--- src/verilog/swp_pkg.sv ---
// Constants shared by the status and write-protect logic.
package swp_pkg;
   // Status word bit positions.
   localparam int BIT_BUSY = 0;
   localparam int BIT_LATCH = 1;
   localparam int BIT_GUARD_LO = 2;
   localparam int BIT_GUARD_HI = 6;
   localparam int BIT_MODE_LO = 7;
   localparam int BIT_MODE_HI = 8;
   localparam int BIT_QUAD = 9;
   localparam int BIT_PROG_PAUSED = 10;
   localparam int BIT_LOCK_LO = 11;
   localparam int BIT_LOCK_HI = 13;
   localparam int BIT_INVERT = 14;
   localparam int BIT_ERASE_PAUSED = 15;
   localparam logic [15:0] STATUS_RESET = 16'h0000;
   // Command codes seen on the serial link.
   localparam logic [7:0] CMD_WRITE_UNLOCK = 8'h06;
   localparam logic [7:0] CMD_WRITE_LOCK = 8'h04;
   localparam logic [7:0] CMD_STATUS_WRITE = 8'h01;
   localparam logic [7:0] CMD_PAGE_WRITE = 8'h02;
   localparam logic [7:0] CMD_QUAD_PAGE_WRITE = 8'h32;
   localparam logic [7:0] CMD_SMALL_CLEAR = 8'h20;
   localparam logic [7:0] CMD_BLOCK32_CLEAR = 8'h52;
   localparam logic [7:0] CMD_BLOCK64_CLEAR = 8'hD8;
   localparam logic [7:0] CMD_ARRAY_CLEAR_A = 8'hC7;
   localparam logic [7:0] CMD_ARRAY_CLEAR_B = 8'h60;
   localparam logic [7:0] CMD_PAUSE = 8'h75;
   localparam logic [7:0] CMD_RESUME = 8'h7A;
   localparam logic [7:0] CMD_SEC_CLEAR = 8'h44;
   localparam logic [7:0] CMD_SEC_WRITE = 8'h42;
   // Lock modes.
   localparam logic [1:0] MODE_SOFT = 2'h0;
   localparam logic [1:0] MODE_HARD = 2'h1;
   localparam logic [1:0] MODE_POWER = 2'h2;
   localparam logic [1:0] MODE_OTP = 2'h3;
   // Array geometry.
   localparam logic [24:0] ARRAY_BYTES = 25'h1000000;
   localparam logic [24:0] WIDE_UNIT = 25'h0010000;
   localparam logic [24:0] FINE_UNIT = 25'h0000800;
   localparam logic [24:0] FINE_MAX = 25'h0008000;
   // Operation times.
   localparam int CLK_PERIOD_NS = 10;
   localparam int T_PROG_US = 700;
   localparam int T_ERASE_US = 50000;
   localparam int T_STATUS_US = 5000;
   localparam int T_SEC_US = 5000;
   localparam int PROG_CYC = T_PROG_US * 1000 / CLK_PERIOD_NS;
   localparam int ERASE_CYC = T_ERASE_US * 1000 / CLK_PERIOD_NS;
   localparam int STATUS_CYC = T_STATUS_US * 1000 / CLK_PERIOD_NS;
   localparam int SEC_CYC = T_SEC_US * 1000 / CLK_PERIOD_NS;
   typedef enum logic [2:0] {
      OP_NONE = 3'b000,
      OP_PROG = 3'b001,
      OP_ERASE = 3'b010,
      OP_STATUS = 3'b011,
      OP_SEC = 3'b100
   } swp_op_t;
endpackage

--- src/verilog/swp_region_guard.sv ---
// Decodes whether an array address lies in the guarded region.
`timescale 1ns/1ns
module swp_region_guard
   import swp_pkg::*;
(
   input wire logic [4:0] guard_in,   // Block-guard bits.
   input wire logic invert_in,        // Guard-invert bit.
   input wire logic [23:0] addr_in,   // Target byte address.
   output logic prot_out              // Address is protected.
);
   logic [24:0] size;
   logic [24:0] a;
   logic plain;

   always_comb begin
      a = {1'b0, addr_in};
      size = '0;
      plain = 1'b0;
      if (guard_in[2:0] == 3'h7) begin
         plain = 1'b1;
      end else if (guard_in[2:0] == 3'h0) begin
         plain = 1'b0;
      end else begin
         if (guard_in[4] == 1'b0) begin
            size = WIDE_UNIT << (guard_in[2:0] + 3'h1);
         end else if (guard_in[2]) begin
            size = FINE_MAX;
         end else begin
            size = FINE_UNIT << guard_in[1:0];
         end
         if (guard_in[3]) begin
            plain = (a < size);
         end else begin
            plain = (a >= (ARRAY_BYTES - size));
         end
      end
      // Inversion simply takes the complement, so xx000 guards all, xx111 none.
      prot_out = plain ^ invert_in; // see RQ7 see RQ16
   end
endmodule

--- src/verilog/swp_status_guard.sv ---
// Status word, write latch, lock modes and program/erase gating.
`timescale 1ns/1ns
// Behaviour
// RQ1: Sixteen-bit status word with fixed fields.
// RQ2: Busy bit high during program, erase, status write.
// RQ3: Latch bit shown; clear latch refuses writes.
// RQ4: Guard bits block program and erase regions.
// RQ5: Guard bits change only outside hardware lock.
// RQ6: Whole erase only if guard/invert uniform.
// RQ7: Invert bit guards complement of normal region.
// RQ8: Mode 00 accepts status write with latch.
// RQ9: Mode 01, guard pin low, rejects writes.
// RQ10: Mode 01, guard pin high, accepts writes.
// RQ11: Mode 10 locks until power cycle.
// RQ12: Mode 11 refuses status writes forever.
// RQ13: Quad bit turns guard pins into data.
// RQ14: Host keeps quad off on tied pins.
// RQ15: Security lock bits only set, never cleared.
// RQ16: Invert bit stored and used in decode.
// RQ17: Pause sets erase or program paused flag.
// RQ18: Resume and power cycle clear paused flags.
// RQ19: Latch cleared by power-up and write commands.
// RQ20: Commands need chip select on byte boundary.
// RQ21: Low guard pin freezes guard and mode bits; code freezes them only in mode 01 with quad off.
// RQ22: Protected target leaves busy and array untouched.
module swp_status_guard
   import swp_pkg::*;
#(
   parameter int PROG_CYCLES = PROG_CYC,
   parameter int ERASE_CYCLES = ERASE_CYC,
   parameter int STATUS_CYCLES = STATUS_CYC,
   parameter int SEC_CYCLES = SEC_CYC
) (
   input wire logic clk_in,               // System clock, 100 MHz.
   input wire logic rstn_in,              // Synchronous reset, models power cycle.
   input wire logic [15:0] nv_image_in,   // Stored non-volatile status at power-up.
   input wire logic cmd_valid_in,         // One-cycle pulse: command framed.
   input wire logic [7:0] cmd_code_in,    // Command code.
   input wire logic [23:0] cmd_addr_in,   // Command address.
   input wire logic [15:0] cmd_data_in,   // Status write data.
   input wire logic cmd_aligned_in,       // Chip select rose on byte boundary.
   input wire logic guard_pin_in,         // Write-guard pin level, asynchronous.
   output logic [15:0] status_word_out,   // Live status word.
   output logic array_go_out,             // Pulse: array operation started.
   output logic [2:0] array_kind_out,     // Kind of started operation.
   output logic [23:0] array_addr_out,    // Address of started operation.
   output logic refused_out,              // Pulse: command refused.
   output logic quad_pins_on_out          // Guard and pause pins used as data.
);
   logic busy_r, busy_nxt, latch_r, latch_nxt, inv_r, inv_nxt, quad_r, quad_nxt;
   logic eps_r, eps_nxt, pps_r, pps_nxt, load_r, load_nxt;
   logic [4:0] guard_r, guard_nxt;
   logic [1:0] mode_r, mode_nxt;
   logic [2:0] lock_r, lock_nxt;
   logic [23:0] cnt_r, cnt_nxt;
   swp_op_t op_r, op_nxt;
   logic [15:0] stat_r, stat_nxt;
   logic go_r, go_nxt, ref_r, ref_nxt;
   logic [2:0] kind_r, kind_nxt;
   logic [23:0] gaddr_r, gaddr_nxt;
   logic wp1_r, wp2_r, wp3_r, wp_r, wp_nxt;
   logic prot, wp_eff, sr_ok, uni, accept;
   logic [1:0] sec_idx;

   function automatic logic is_region_cmd(input logic [7:0] c);
      is_region_cmd = (c == CMD_PAGE_WRITE) || (c == CMD_QUAD_PAGE_WRITE) ||
         (c == CMD_SMALL_CLEAR) || (c == CMD_BLOCK32_CLEAR) || (c == CMD_BLOCK64_CLEAR);
   endfunction

   function automatic logic is_whole_clear(input logic [7:0] c);
      is_whole_clear = (c == CMD_ARRAY_CLEAR_A) || (c == CMD_ARRAY_CLEAR_B);
   endfunction

   function automatic logic [23:0] dur(input swp_op_t k);
      case (k)
         OP_PROG: dur = 24'(PROG_CYCLES);
         OP_ERASE: dur = 24'(ERASE_CYCLES);
         OP_STATUS: dur = 24'(STATUS_CYCLES);
         default: dur = 24'(SEC_CYCLES);
      endcase
   endfunction

   swp_region_guard u_region (
      .guard_in(guard_r),
      .invert_in(inv_r),
      .addr_in(cmd_addr_in),
      .prot_out(prot)
   );

   // Pin synchroniser: a change counts once the second and third stages agree.
   always_comb begin
      wp_nxt = (wp2_r == wp3_r) ? wp3_r : wp_r;
   end

   always_ff @(posedge clk_in) begin
      if (!rstn_in) begin
         wp1_r <= 1'b1;
         wp2_r <= 1'b1;
         wp3_r <= 1'b1;
         wp_r <= 1'b1;
      end else begin
         wp1_r <= guard_pin_in;
         wp2_r <= wp1_r;
         wp3_r <= wp2_r;
         wp_r <= wp_nxt;
      end
   end

   // With quad on the guard pin carries data, so it no longer locks.
   assign wp_eff = quad_r | wp_r; // see RQ13
   assign uni = (guard_r[2:0] == 3'h0 && !inv_r) || (guard_r[2:0] == 3'h7 && inv_r); // see RQ6
   assign sec_idx = cmd_addr_in[13:12];
   always_comb begin
      sr_ok = 1'b0;
      case (mode_r)
         MODE_SOFT: sr_ok = 1'b1; // see RQ8
         MODE_HARD: sr_ok = wp_eff; // see RQ9 see RQ10 see RQ21 see RQ5
         MODE_POWER: sr_ok = 1'b0; // see RQ11
         default: sr_ok = 1'b0; // see RQ12
      endcase
   end

   always_comb begin
      busy_nxt = busy_r;
      latch_nxt = latch_r;
      guard_nxt = guard_r;
      mode_nxt = mode_r;
      quad_nxt = quad_r;
      lock_nxt = lock_r;
      inv_nxt = inv_r;
      eps_nxt = eps_r;
      pps_nxt = pps_r;
      op_nxt = op_r;
      cnt_nxt = cnt_r;
      go_nxt = 1'b0;
      ref_nxt = 1'b0;
      kind_nxt = kind_r;
      gaddr_nxt = gaddr_r;
      load_nxt = 1'b0;
      accept = 1'b0;
      if (load_r) begin
         guard_nxt = nv_image_in[BIT_GUARD_HI:BIT_GUARD_LO];
         // A power cycle drops the power-supply lock back to software mode.
         mode_nxt = (nv_image_in[BIT_MODE_HI:BIT_MODE_LO] == MODE_POWER) ? MODE_SOFT :
            nv_image_in[BIT_MODE_HI:BIT_MODE_LO]; // see RQ11
         quad_nxt = nv_image_in[BIT_QUAD];
         lock_nxt = nv_image_in[BIT_LOCK_HI:BIT_LOCK_LO];
         inv_nxt = nv_image_in[BIT_INVERT];
      end else if (busy_r) begin
         if (cmd_valid_in && cmd_code_in == CMD_PAUSE && cmd_aligned_in &&
             (op_r == OP_PROG || op_r == OP_ERASE)) begin
            eps_nxt = (op_r == OP_ERASE); // see RQ17
            pps_nxt = (op_r == OP_PROG); // see RQ17
            busy_nxt = 1'b0;
         end else if (cnt_r <= 24'h000001) begin
            busy_nxt = 1'b0; // see RQ2
            op_nxt = OP_NONE;
            cnt_nxt = '0;
         end else begin
            cnt_nxt = cnt_r - 24'h000001;
         end
         if (cmd_valid_in && cmd_code_in != CMD_PAUSE) begin
            ref_nxt = 1'b1;
         end
      end else if (cmd_valid_in) begin
         if (!cmd_aligned_in) begin
            ref_nxt = 1'b1; // see RQ20
         end else if (cmd_code_in == CMD_WRITE_UNLOCK) begin
            latch_nxt = 1'b1;
         end else if (cmd_code_in == CMD_WRITE_LOCK) begin
            latch_nxt = 1'b0; // see RQ19
         end else if (cmd_code_in == CMD_RESUME) begin
            if (eps_r || pps_r) begin
               busy_nxt = 1'b1;
            end
            eps_nxt = 1'b0; // see RQ18
            pps_nxt = 1'b0;
         end else if (!latch_r || eps_r || pps_r) begin
            ref_nxt = 1'b1; // see RQ3
         end else if (cmd_code_in == CMD_STATUS_WRITE) begin
            if (sr_ok) begin
               accept = 1'b1;
               op_nxt = OP_STATUS;
               guard_nxt = cmd_data_in[BIT_GUARD_HI:BIT_GUARD_LO]; // see RQ4
               mode_nxt = cmd_data_in[BIT_MODE_HI:BIT_MODE_LO];
               quad_nxt = cmd_data_in[BIT_QUAD]; // see RQ13
               lock_nxt = lock_r | cmd_data_in[BIT_LOCK_HI:BIT_LOCK_LO]; // see RQ15
               inv_nxt = cmd_data_in[BIT_INVERT]; // see RQ16
            end else begin
               ref_nxt = 1'b1;
            end
         end else if (is_region_cmd(cmd_code_in)) begin
            if (prot) begin
               ref_nxt = 1'b1; // see RQ4 see RQ22
            end else begin
               accept = 1'b1;
               op_nxt = (cmd_code_in == CMD_PAGE_WRITE || cmd_code_in == CMD_QUAD_PAGE_WRITE) ?
                  OP_PROG : OP_ERASE;
            end
         end else if (is_whole_clear(cmd_code_in)) begin
            if (uni) begin
               accept = 1'b1;
               op_nxt = OP_ERASE;
            end else begin
               ref_nxt = 1'b1; // see RQ6
            end
         end else if (cmd_code_in == CMD_SEC_CLEAR || cmd_code_in == CMD_SEC_WRITE) begin
            if (sec_idx == 2'h0 || lock_r[sec_idx - 2'h1]) begin
               ref_nxt = 1'b1; // see RQ15
            end else begin
               accept = 1'b1;
               op_nxt = OP_SEC;
            end
         end
         if (accept) begin
            busy_nxt = 1'b1; // see RQ2
            latch_nxt = 1'b0; // see RQ19
            cnt_nxt = dur(op_nxt);
            go_nxt = (op_nxt != OP_STATUS);
            kind_nxt = op_nxt;
            gaddr_nxt = cmd_addr_in;
         end
      end
      stat_nxt = {eps_nxt, inv_nxt, lock_nxt, pps_nxt, quad_nxt, mode_nxt, guard_nxt,
         latch_nxt, busy_nxt}; // see RQ1
   end

   always_ff @(posedge clk_in) begin
      if (!rstn_in) begin
         busy_r <= 1'b0;
         latch_r <= 1'b0; // see RQ19
         guard_r <= '0;
         mode_r <= MODE_SOFT;
         quad_r <= 1'b0;
         lock_r <= '0;
         inv_r <= 1'b0;
         eps_r <= 1'b0; // see RQ18
         pps_r <= 1'b0;
         op_r <= OP_NONE;
         cnt_r <= '0;
         stat_r <= STATUS_RESET;
         go_r <= 1'b0;
         ref_r <= 1'b0;
         kind_r <= OP_NONE;
         gaddr_r <= '0;
         load_r <= 1'b1;
      end else begin
         busy_r <= busy_nxt;
         latch_r <= latch_nxt;
         guard_r <= guard_nxt;
         mode_r <= mode_nxt;
         quad_r <= quad_nxt;
         lock_r <= lock_nxt;
         inv_r <= inv_nxt;
         eps_r <= eps_nxt;
         pps_r <= pps_nxt;
         op_r <= op_nxt;
         cnt_r <= cnt_nxt;
         stat_r <= stat_nxt;
         go_r <= go_nxt;
         ref_r <= ref_nxt;
         kind_r <= kind_nxt;
         gaddr_r <= gaddr_nxt;
         load_r <= load_nxt;
      end
   end

   assign status_word_out = stat_r;
   assign array_go_out = go_r;
   assign array_kind_out = kind_r;
   assign array_addr_out = gaddr_r;
   assign refused_out = ref_r;
   assign quad_pins_on_out = quad_r;
endmodule

--- config.mk ---
export PLATFORM = sky130hd
export DESIGN_NAME = swp_status_guard
export DESIGN_NICKNAME = d
export VERILOG_FILES = /design/src/verilog/swp_pkg.sv /design/src/verilog/swp_region_guard.sv /design/src/verilog/swp_status_guard.sv
export SDC_FILE = /design/constraint.sdc
export NUM_CORES = 1
export LEC_CHECK = 0
export CAP_MARGIN = 15
export CORE_AREA = 3 3 111 113
export DETAILED_ROUTE_END_ITERATION = 16
export DIE_AREA = 0 0 114 116
export DONT_BUFFER_PORTS = 1
export SLEW_MARGIN = 20
export SYNTH_ARGS = -nofsm -noshare
export SYNTH_HDL_FRONTEND = slang
export SYNTH_SLANG_ARGS = --single-unit
--- constraint.sdc ---
create_clock -name clk_in -period 5.2 [get_ports clk_in]
set_clock_uncertainty 0.1 [all_clocks]
set_input_delay 1.04 -clock clk_in [delete_from_list [all_inputs] [get_ports clk_in]]
set_output_delay 1.04 -clock clk_in [all_outputs]
set_load 0.05 [all_outputs]
Word level (Yosys, flattened, before mapping)
Index checks and enable logic that the tools add are counted.
{ "word_totals": {"ff_bits": 93, "in_bits": 69, "wordCells": 250} }
{ "classes": {"addsub": 4, "order_cmp": 4, "n_eq_ne": 26, "n_shift": 2, "mux": 155, "n_bitwise": 8, "reduce_logical": 30} }
{ "op_table": {"columns": ["op", "n"], "rows": [
  ["$mux 24", 5],
  ["$mux 25", 4],
  ["$mux 1", 91],
  ["$mux 3", 30],
  ["$mux 5", 10],
  ["$eq 8x7->1 const B", 6],
  ["$pmux 23 s2", 1],
  ["$ge 24x25->1", 1],
  ["$lt 24x25->1", 1],
  ["$shl 12x2->25 const A", 1],
  ["$shl 17x3->25 const A", 1],
  ["$sub 25x25->25 const A", 1],
  ["$le 24x1->1 const B", 1],
  ["$mux 2", 12],
  ["$sub 24x1->24 const B", 1],
  ["$eq 8x3->1 const B", 2],
  ["$eq 8x6->1 const B", 2],
  ["$eq 8x8->1 const B", 2],
  ["$logic_or 1x1->1", 12],
  ["$reduce_and 4->1", 3],
  ["$eq 8x1->1 const B", 1],
  ["$eq 8x2->1 const B", 1],
  ["$ne 8x7->1 const B", 1],
  ["$eq 3x1->1 const B", 2],
  ["other kinds (24)", 37]
]} }

Depth between registers and ports, before layout
{ "depth": {"word_depth": 27, "ltp_mapped": 25, "depth_no_buf": 21} }

Modules after synthesis
From an unflattened synthesis, not the netlist that was laid out.
{ "hier_totals": {"cells_unflattened": 637, "area_unflattened_um2": 4992.3} }
{ "modules_own_cells": {"columns": ["mod", "n_inst", "cells_each", "area_each_um2", "seq_area_each_um2"], "rows": [
  ["swp_status_guard", 1, 502, 4017.6, 1541.5],
  ["swp_region_guard", 1, 135, 974.7, 0.0]
]} }

Worst setup path before layout
No wires, ideal clock.
{ "synth_timing": {"path_kind": "register to register", "start": "register guard_r[2]", "end": "register kind_r[1] (netlist: array_kind_out[1])", "setup_time_ns": 0.132, "t_arrival_ns": 4.749, "required_time_ns": 4.968, "setup_slack_ns": 0.219, "stages_incl_launch_ff": 25, "n_path_buf": 4, "period_less_slack_ns": 4.981, "cell_sequence": "dfxtp_1 > inv_1 > ha_1 > clkbuf_1 > nand2_1 > nand3_1 > or2_2 > clkbuf_1 > nor2_1 > nor4_1 > a21oi_1 > o22ai_1 > ha_1 > a2111oi_0 > o41ai_1 > and3_1 > o211ai_1 > a21oi_1 > o32ai_2 > a21oi_2 > and2_1 > buf_4 > buf_4 > nand2_1 > a21oi_1"} }
{ "synth_between": {"elab_chain_len": 23} }
{ "synth_lines": {"columns": ["item", "line", "rtl"], "rows": [
  ["start: declaration", "swp_status_guard.sv:52", "logic [4:0] guard_r, guard_nxt;"],
  ["start signal: assignment", "swp_status_guard.sv:250", "guard_r <= guard_nxt;"],
  ["$add 3x1->3", "swp_region_guard.sv:25", "size = WIDE_UNIT << (guard_in[2:0] + 3'h1);"],
  ["$shl 17x3->25", "swp_region_guard.sv:25", null],
  ["$mux 25", "swp_region_guard.sv:24", "if (guard_in[4] == 1'b0) begin"],
  ["$mux 25", "swp_region_guard.sv:21", "end else if (guard_in[2:0] == 3'h0) begin"],
  ["$mux 25", "swp_region_guard.sv:19", "if (guard_in[2:0] == 3'h7) begin"],
  ["$sub 25x25->25", "swp_region_guard.sv:34", "plain = (a >= (ARRAY_BYTES - size));"],
  ["$ge 24x25->1", "swp_region_guard.sv:34", null],
  ["$mux 1", "swp_region_guard.sv:31", "if (guard_in[3]) begin"],
  ["(+7 left out)", null, null],
  ["$mux 1", "swp_status_guard.sv:172", "end else if (cmd_code_in == CMD_RESUME) begin"],
  ["$mux 1", "swp_status_guard.sv:170", "end else if (cmd_code_in == CMD_WRITE_LOCK) begin"],
  ["$mux 1", "swp_status_guard.sv:168", "end else if (cmd_code_in == CMD_WRITE_UNLOCK) begin"],
  ["$mux 1", "swp_status_guard.sv:166", "if (!cmd_aligned_in) begin"],
  ["$mux 1", "swp_status_guard.sv:165", "end else if (cmd_valid_in) begin"],
  ["$mux 1", "swp_status_guard.sv:149", "end else if (busy_r) begin"],
  ["$mux 1", "swp_status_guard.sv:141", "if (load_r) begin"],
  ["$reduce_and 4->1 (no line)", null, null],
  ["end signal: assignment", "swp_status_guard.sv:262", "kind_r <= kind_nxt;"],
  ["end: declaration", "swp_status_guard.sv:59", "logic [2:0] kind_r, kind_nxt;"]
]} }
Several ways; a longest one is shown, not always the timed one. The select of a mux whose other input is x is not followed.
A chain may end at the register's enable or synchronous reset.

Final worst setup path
{ "layout_timing": {"start": "register guard_r[0]", "end": "register cnt_r[5]"} }
{ "layout_between": {"elab_chain_len": 27} }
{ "layout_lines": {"columns": ["item", "line", "rtl"], "rows": [
  ["$add 3x1->3 or $shl 12x2->25 (tied branches)", "swp_region_guard.sv:25, swp_region_guard.sv:29", null],
  ["$shl 17x3->25 or $mux 25 (tied branches)", "swp_region_guard.sv:25, swp_region_guard.sv:26", null],
  ["$mux 25", "swp_region_guard.sv:24", null],
  ["$mux 25", "swp_region_guard.sv:21", null],
  ["$mux 25", "swp_region_guard.sv:19", null],
  ["$sub 25x25->25", "swp_region_guard.sv:34", null],
  ["$ge 24x25->1", "swp_region_guard.sv:34", null],
  ["$mux 1", "swp_region_guard.sv:31", null],
  ["(+11 left out)", null, null],
  ["$mux 3", "swp_status_guard.sv:165", null],
  ["$mux 3", "swp_status_guard.sv:149", null],
  ["$mux 3", "swp_status_guard.sv:141", null],
  ["$eq 3x2->1 or $eq 3x1->1 (tied branches)", "swp_status_guard.sv:75", "case (k)"],
  ["$pmux 23 s2", "swp_status_guard.sv:75", null],
  ["$mux 24", "swp_status_guard.sv:215", "if (accept) begin"],
  ["$mux 24", "swp_status_guard.sv:165", null],
  ["$mux 24", "swp_status_guard.sv:149", null],
  ["end signal: assignment", "swp_status_guard.sv:258", "cnt_r <= cnt_nxt;"],
  ["end: declaration", "swp_status_guard.sv:55", "logic [23:0] cnt_r, cnt_nxt;"]
]} }
Several ways; a longest one is shown, not always the timed one. The select of a mux whose other input is x is not followed.

==> summary.md <==
| Metric | Value |
|---|---|
| Post-synth EDFFs | `0` |
| IO Pins | `115` |
| Core area | `11400 um2` |
| R2R Path Start | `guard_r[0]` |
| Sink Count | `77` |
| Gr usage total | `0.217` |
| Synthesized Nets | `776` |
| Status | `finished, final reports clean` |
| Die Area | `13200 um2` |
| Pre-antenna DRT Iters | `5` |
| Row cnt | `39` |
| Fin Hold WS | `0.317 ns` |
| Area leader, netlist | `dfxtp_1` |
| Design Area, Final | `5600 um2` |
| Hold Vio Cnt, Final | `0` |
| Unique masters post-synth | `78` |
| Hold_sp | `wp1_r` |
| Clock buffer count from CTS | `9` |
| Worst-Skew Late Latency | `0.35 ns` |
| Worst Tran Pin Value | `0.965 ns` |
| CP max stage cell | `a2111oi_2` |
| GR Overflow Total | `0` |
| H-tree levels | `3` |
| Max transition margin | `0.356` |
| Largest net degree at the start of global routing | `55` |
| Via count | `4919` |
| Area taken by multi-input logic gates | `3340 um2` |
| Crit path largest cell delay | `0.44 ns` |
| Met2 Resource Use GR | `0.356` |
| Final max-slew violation count | `0` |
| Crit path DAT | `5.04 ns` |
| Routed WL | `14400 um` |
| Syn Std Cell Area | `5080 um2` |
| Die width | `114 um` |
| R2R Path End | `cnt_r[5]` |
| Startpoint Class | `flip-flop` |
| Post-synth top cells | `nand2_1 (118), dfxtp_1 (77), nor2_1 (68)` |
| Layout cells sized above 1 | `0.0837` |
| Critical path type | `flip-flop to flip-flop` |
| RePlAce Congestion | `0.905` |
| Leakage | `2.01 nW` |
| Post-Synthesis Cells | `675` |
| Final setup vio count | `0` |
| R2R setup slack | `0.29 ns` |
| Top post-synthesis cells by area | `dfxtp_1 (30%), nand2_1 (8.7%), ha_1 (7.9%), a21oi_1 (5.9%), nor2_1 (5.0%)` |
| Post-synthesis async set-or-reset flop share | `0` |
| WHS Path Cells | `1` |
| GR Util met3 | `0.0548` |
| CTS tree | `yes` |
| Avg Synthesized Cell Area | `7.53 um2` |
| Post-layout minimum cycle time | `4.91 ns` |
| Synth Flop Type | `dfxtp_1` |
| Max cap viols | `0` |
| Pwr Total | `1.47 mW` |
| Buf/Inv on CP | `2` |
| Required time of the critical path | `5.33 ns` |
| Maximum VDD drop | `0.311 mV` |
| CP Cell Sequence | `nand2_1 -> inv_1 -> ha_1 -> mux2_2 -> or2_2 -> nor2_2 -> nor4_1 -> a21oi_1 -> o22ai_1 -> ha_1 -> a2111oi_2 -> o41ai_1 -> and3_1 -> o211ai_1 -> and2_2 -> o21ai_1 -> a211oi_2 -> buf_4 -> nand2_1 -> o21ai_1 -> a21oi_1` |
| Final worst setup slack | `0.288 ns` |
| Clock tree buffer depth | `2` |
| First-pass GRT wire length | `22900 um` |
| DRC Markers | `0` |
| HP Class | `flip-flop to flip-flop` |
| DRT iter0 DRCs | `485` |
| Ys Warns | `0` |
| Drt wl/cell | `17.8 um` |
| Vias/cell | `6.06` |
| Sequential area share after synthesis | `0.303` |
| Die Y | `116 um` |
| Worst r2r path cells | `21` |
| Flip-flop and latch area | `1540 um2` |
| #FFs+latches synth | `77` |
| Port bufs | `0` |
| Met1 Usage GRT | `0.279` |
| Vias in the first global route | `4531` |
| Setup Slack @ Placement | `-0.186 ns` |
| Reg clk slew, reported paths | `0.06 ns` |
| Layout Nets | `765` |
| Synth-to-Final Area Change | `10.1%` |
| Fin crit share | `0.945` |
| Area after DPL | `5180 um2` |
| CP top delay family | `compound AO/OA/AOI/OAI gates` |
| Initial Util | `0.445` |
| Fmax | `204 MHz` |
| Pwr per Cell Area | `263 nW/um2` |
| Worst-path fanout max | `7` |
| Hold Path End | `wp2_r` |
| Fillers | `1110` |
| Number of diodes | `0` |
| Synth top area share | `0.303` |
| Worst setup EP type | `flip-flop` |
| Initial antenna violation count | `0` |
| Busiest grt layer | `met2` |
| DPL Wire Length | `10600 um` |
| Root buf cell | `clkbuf_16` |
| Most common cell in the netlist | `nand2_1` |
| DRT antenna net count | `0` |
## timing repair
item                                    in CTS  in global routing
hold buffers                                 0                  0
endpoints found under the setup margin      43                 55
setup buffers                                0                  4
gates resized for setup                      3                 11
pin swaps                                    0                  3
hold endpoints to repair                     0                  0
## per-stage QoR
step                      instances  utilization  TNS [ns]
final                           812        0.490         0
after global routing            812        0.490   -0.0401
after CTS                       808        0.483         0
after detailed placement        792        0.454     -1.53
after global placement          792        0.454    -0.299
after floorplan                 675            -         0
## placed cells by master, fill, tap and decap left out, types with 4 or more instances in the layout
| master | n |
|---|---|
| o211ai_1 | 4 |
| a211oi_1 | 4 |
| ha_1 | 32 |
| clkbuf_16 | 9 |
| nor2_1 | 67 |
| nor2b_1 | 4 |
| and3_1 | 5 |
| a221oi_1 | 4 |
| nand3_1 | 15 |
| o21ai_0 | 41 |
| a21oi_1 | 60 |
| nand4_1 | 6 |
| a222oi_1 | 8 |
| xnor2_1 | 5 |
| xor2_1 | 14 |
| o31ai_1 | 5 |
| a21o_1 | 4 |
| dfxtp_1 | 77 |
| inv_1 | 21 |
| a32o_1 | 4 |
| or3_1 | 7 |
| a22oi_1 | 10 |
| nor4_1 | 12 |
| nand2b_1 | 13 |
| buf_4 | 12 |
| nand2_1 | 117 |
| nor3_1 | 16 |
## registers in the layout, indices dropped and copies added (netlist names)
signal / flops
array_addr_out: 24
cnt_r: 24
status_word_out: 8
guard_r: 4
array_kind_out: 3
op_r: 3
lock_r: 2
array_go_out: 1
eps_r: 1
load_r: 1
mode_r: 1
refused_out: 1
wp1_r: 1
wp2_r: 1
wp3_r: 1
wp_r: 1
## how the worst max path moves through the flow
stage	to	from	cells after the start	slack, ns
after floorplan	array_kind_out[1]	guard_r[2]	24	0.22
after global placement	cnt_r[7]	guard_r[0]	20	-0.04
after detailed placement	cnt_r[3]	guard_r[0]	20	-0.19
after CTS	cnt_r[11]	guard_r[0]	20	0.02
after global routing	array_kind_out[2]	guard_r[0]	21	-0.03
final	cnt_r[5]	guard_r[0]	21	0.29
## power breakdown
group / leakage [nW] / switching [mW] / internal [mW]
sequential: 0.624 / 0.0240 / 0.597
combinational: 1.23 / 0.0885 / 0.0582
clock: 0.155 / 0.276 / 0.426
## cell families after synthesis
kind of cell    count (synthesis)  synth area share
simple gates                  291             0.272
compound gates                190             0.247
flops                          77             0.303
buf+inv                        59            0.0517
fa+ha+maj                      33            0.0807
xor+xnor                       19            0.0327
mux                             6            0.0126
## final cells by class
type                            instances  share of cell area
Tap cell                              143              0.0320
Sequential cell                        77               0.275
Timing Repair Buffer                   15              0.0237
Multi-Input combinational cell        539               0.596
Inverter                               22              0.0148
Clock buffer                           10              0.0409
Clock inverter                          6              0.0172
## metal layers
layer / share of wire / up-vias
li1: - / 2429
met1: 0.44 / 2336
met2: 0.48 / 138
met3: 0.069 / 16
met4: 0.015 / 0
met5: 0 / -
No activity file was read; power rests on OpenSTA's default activity.
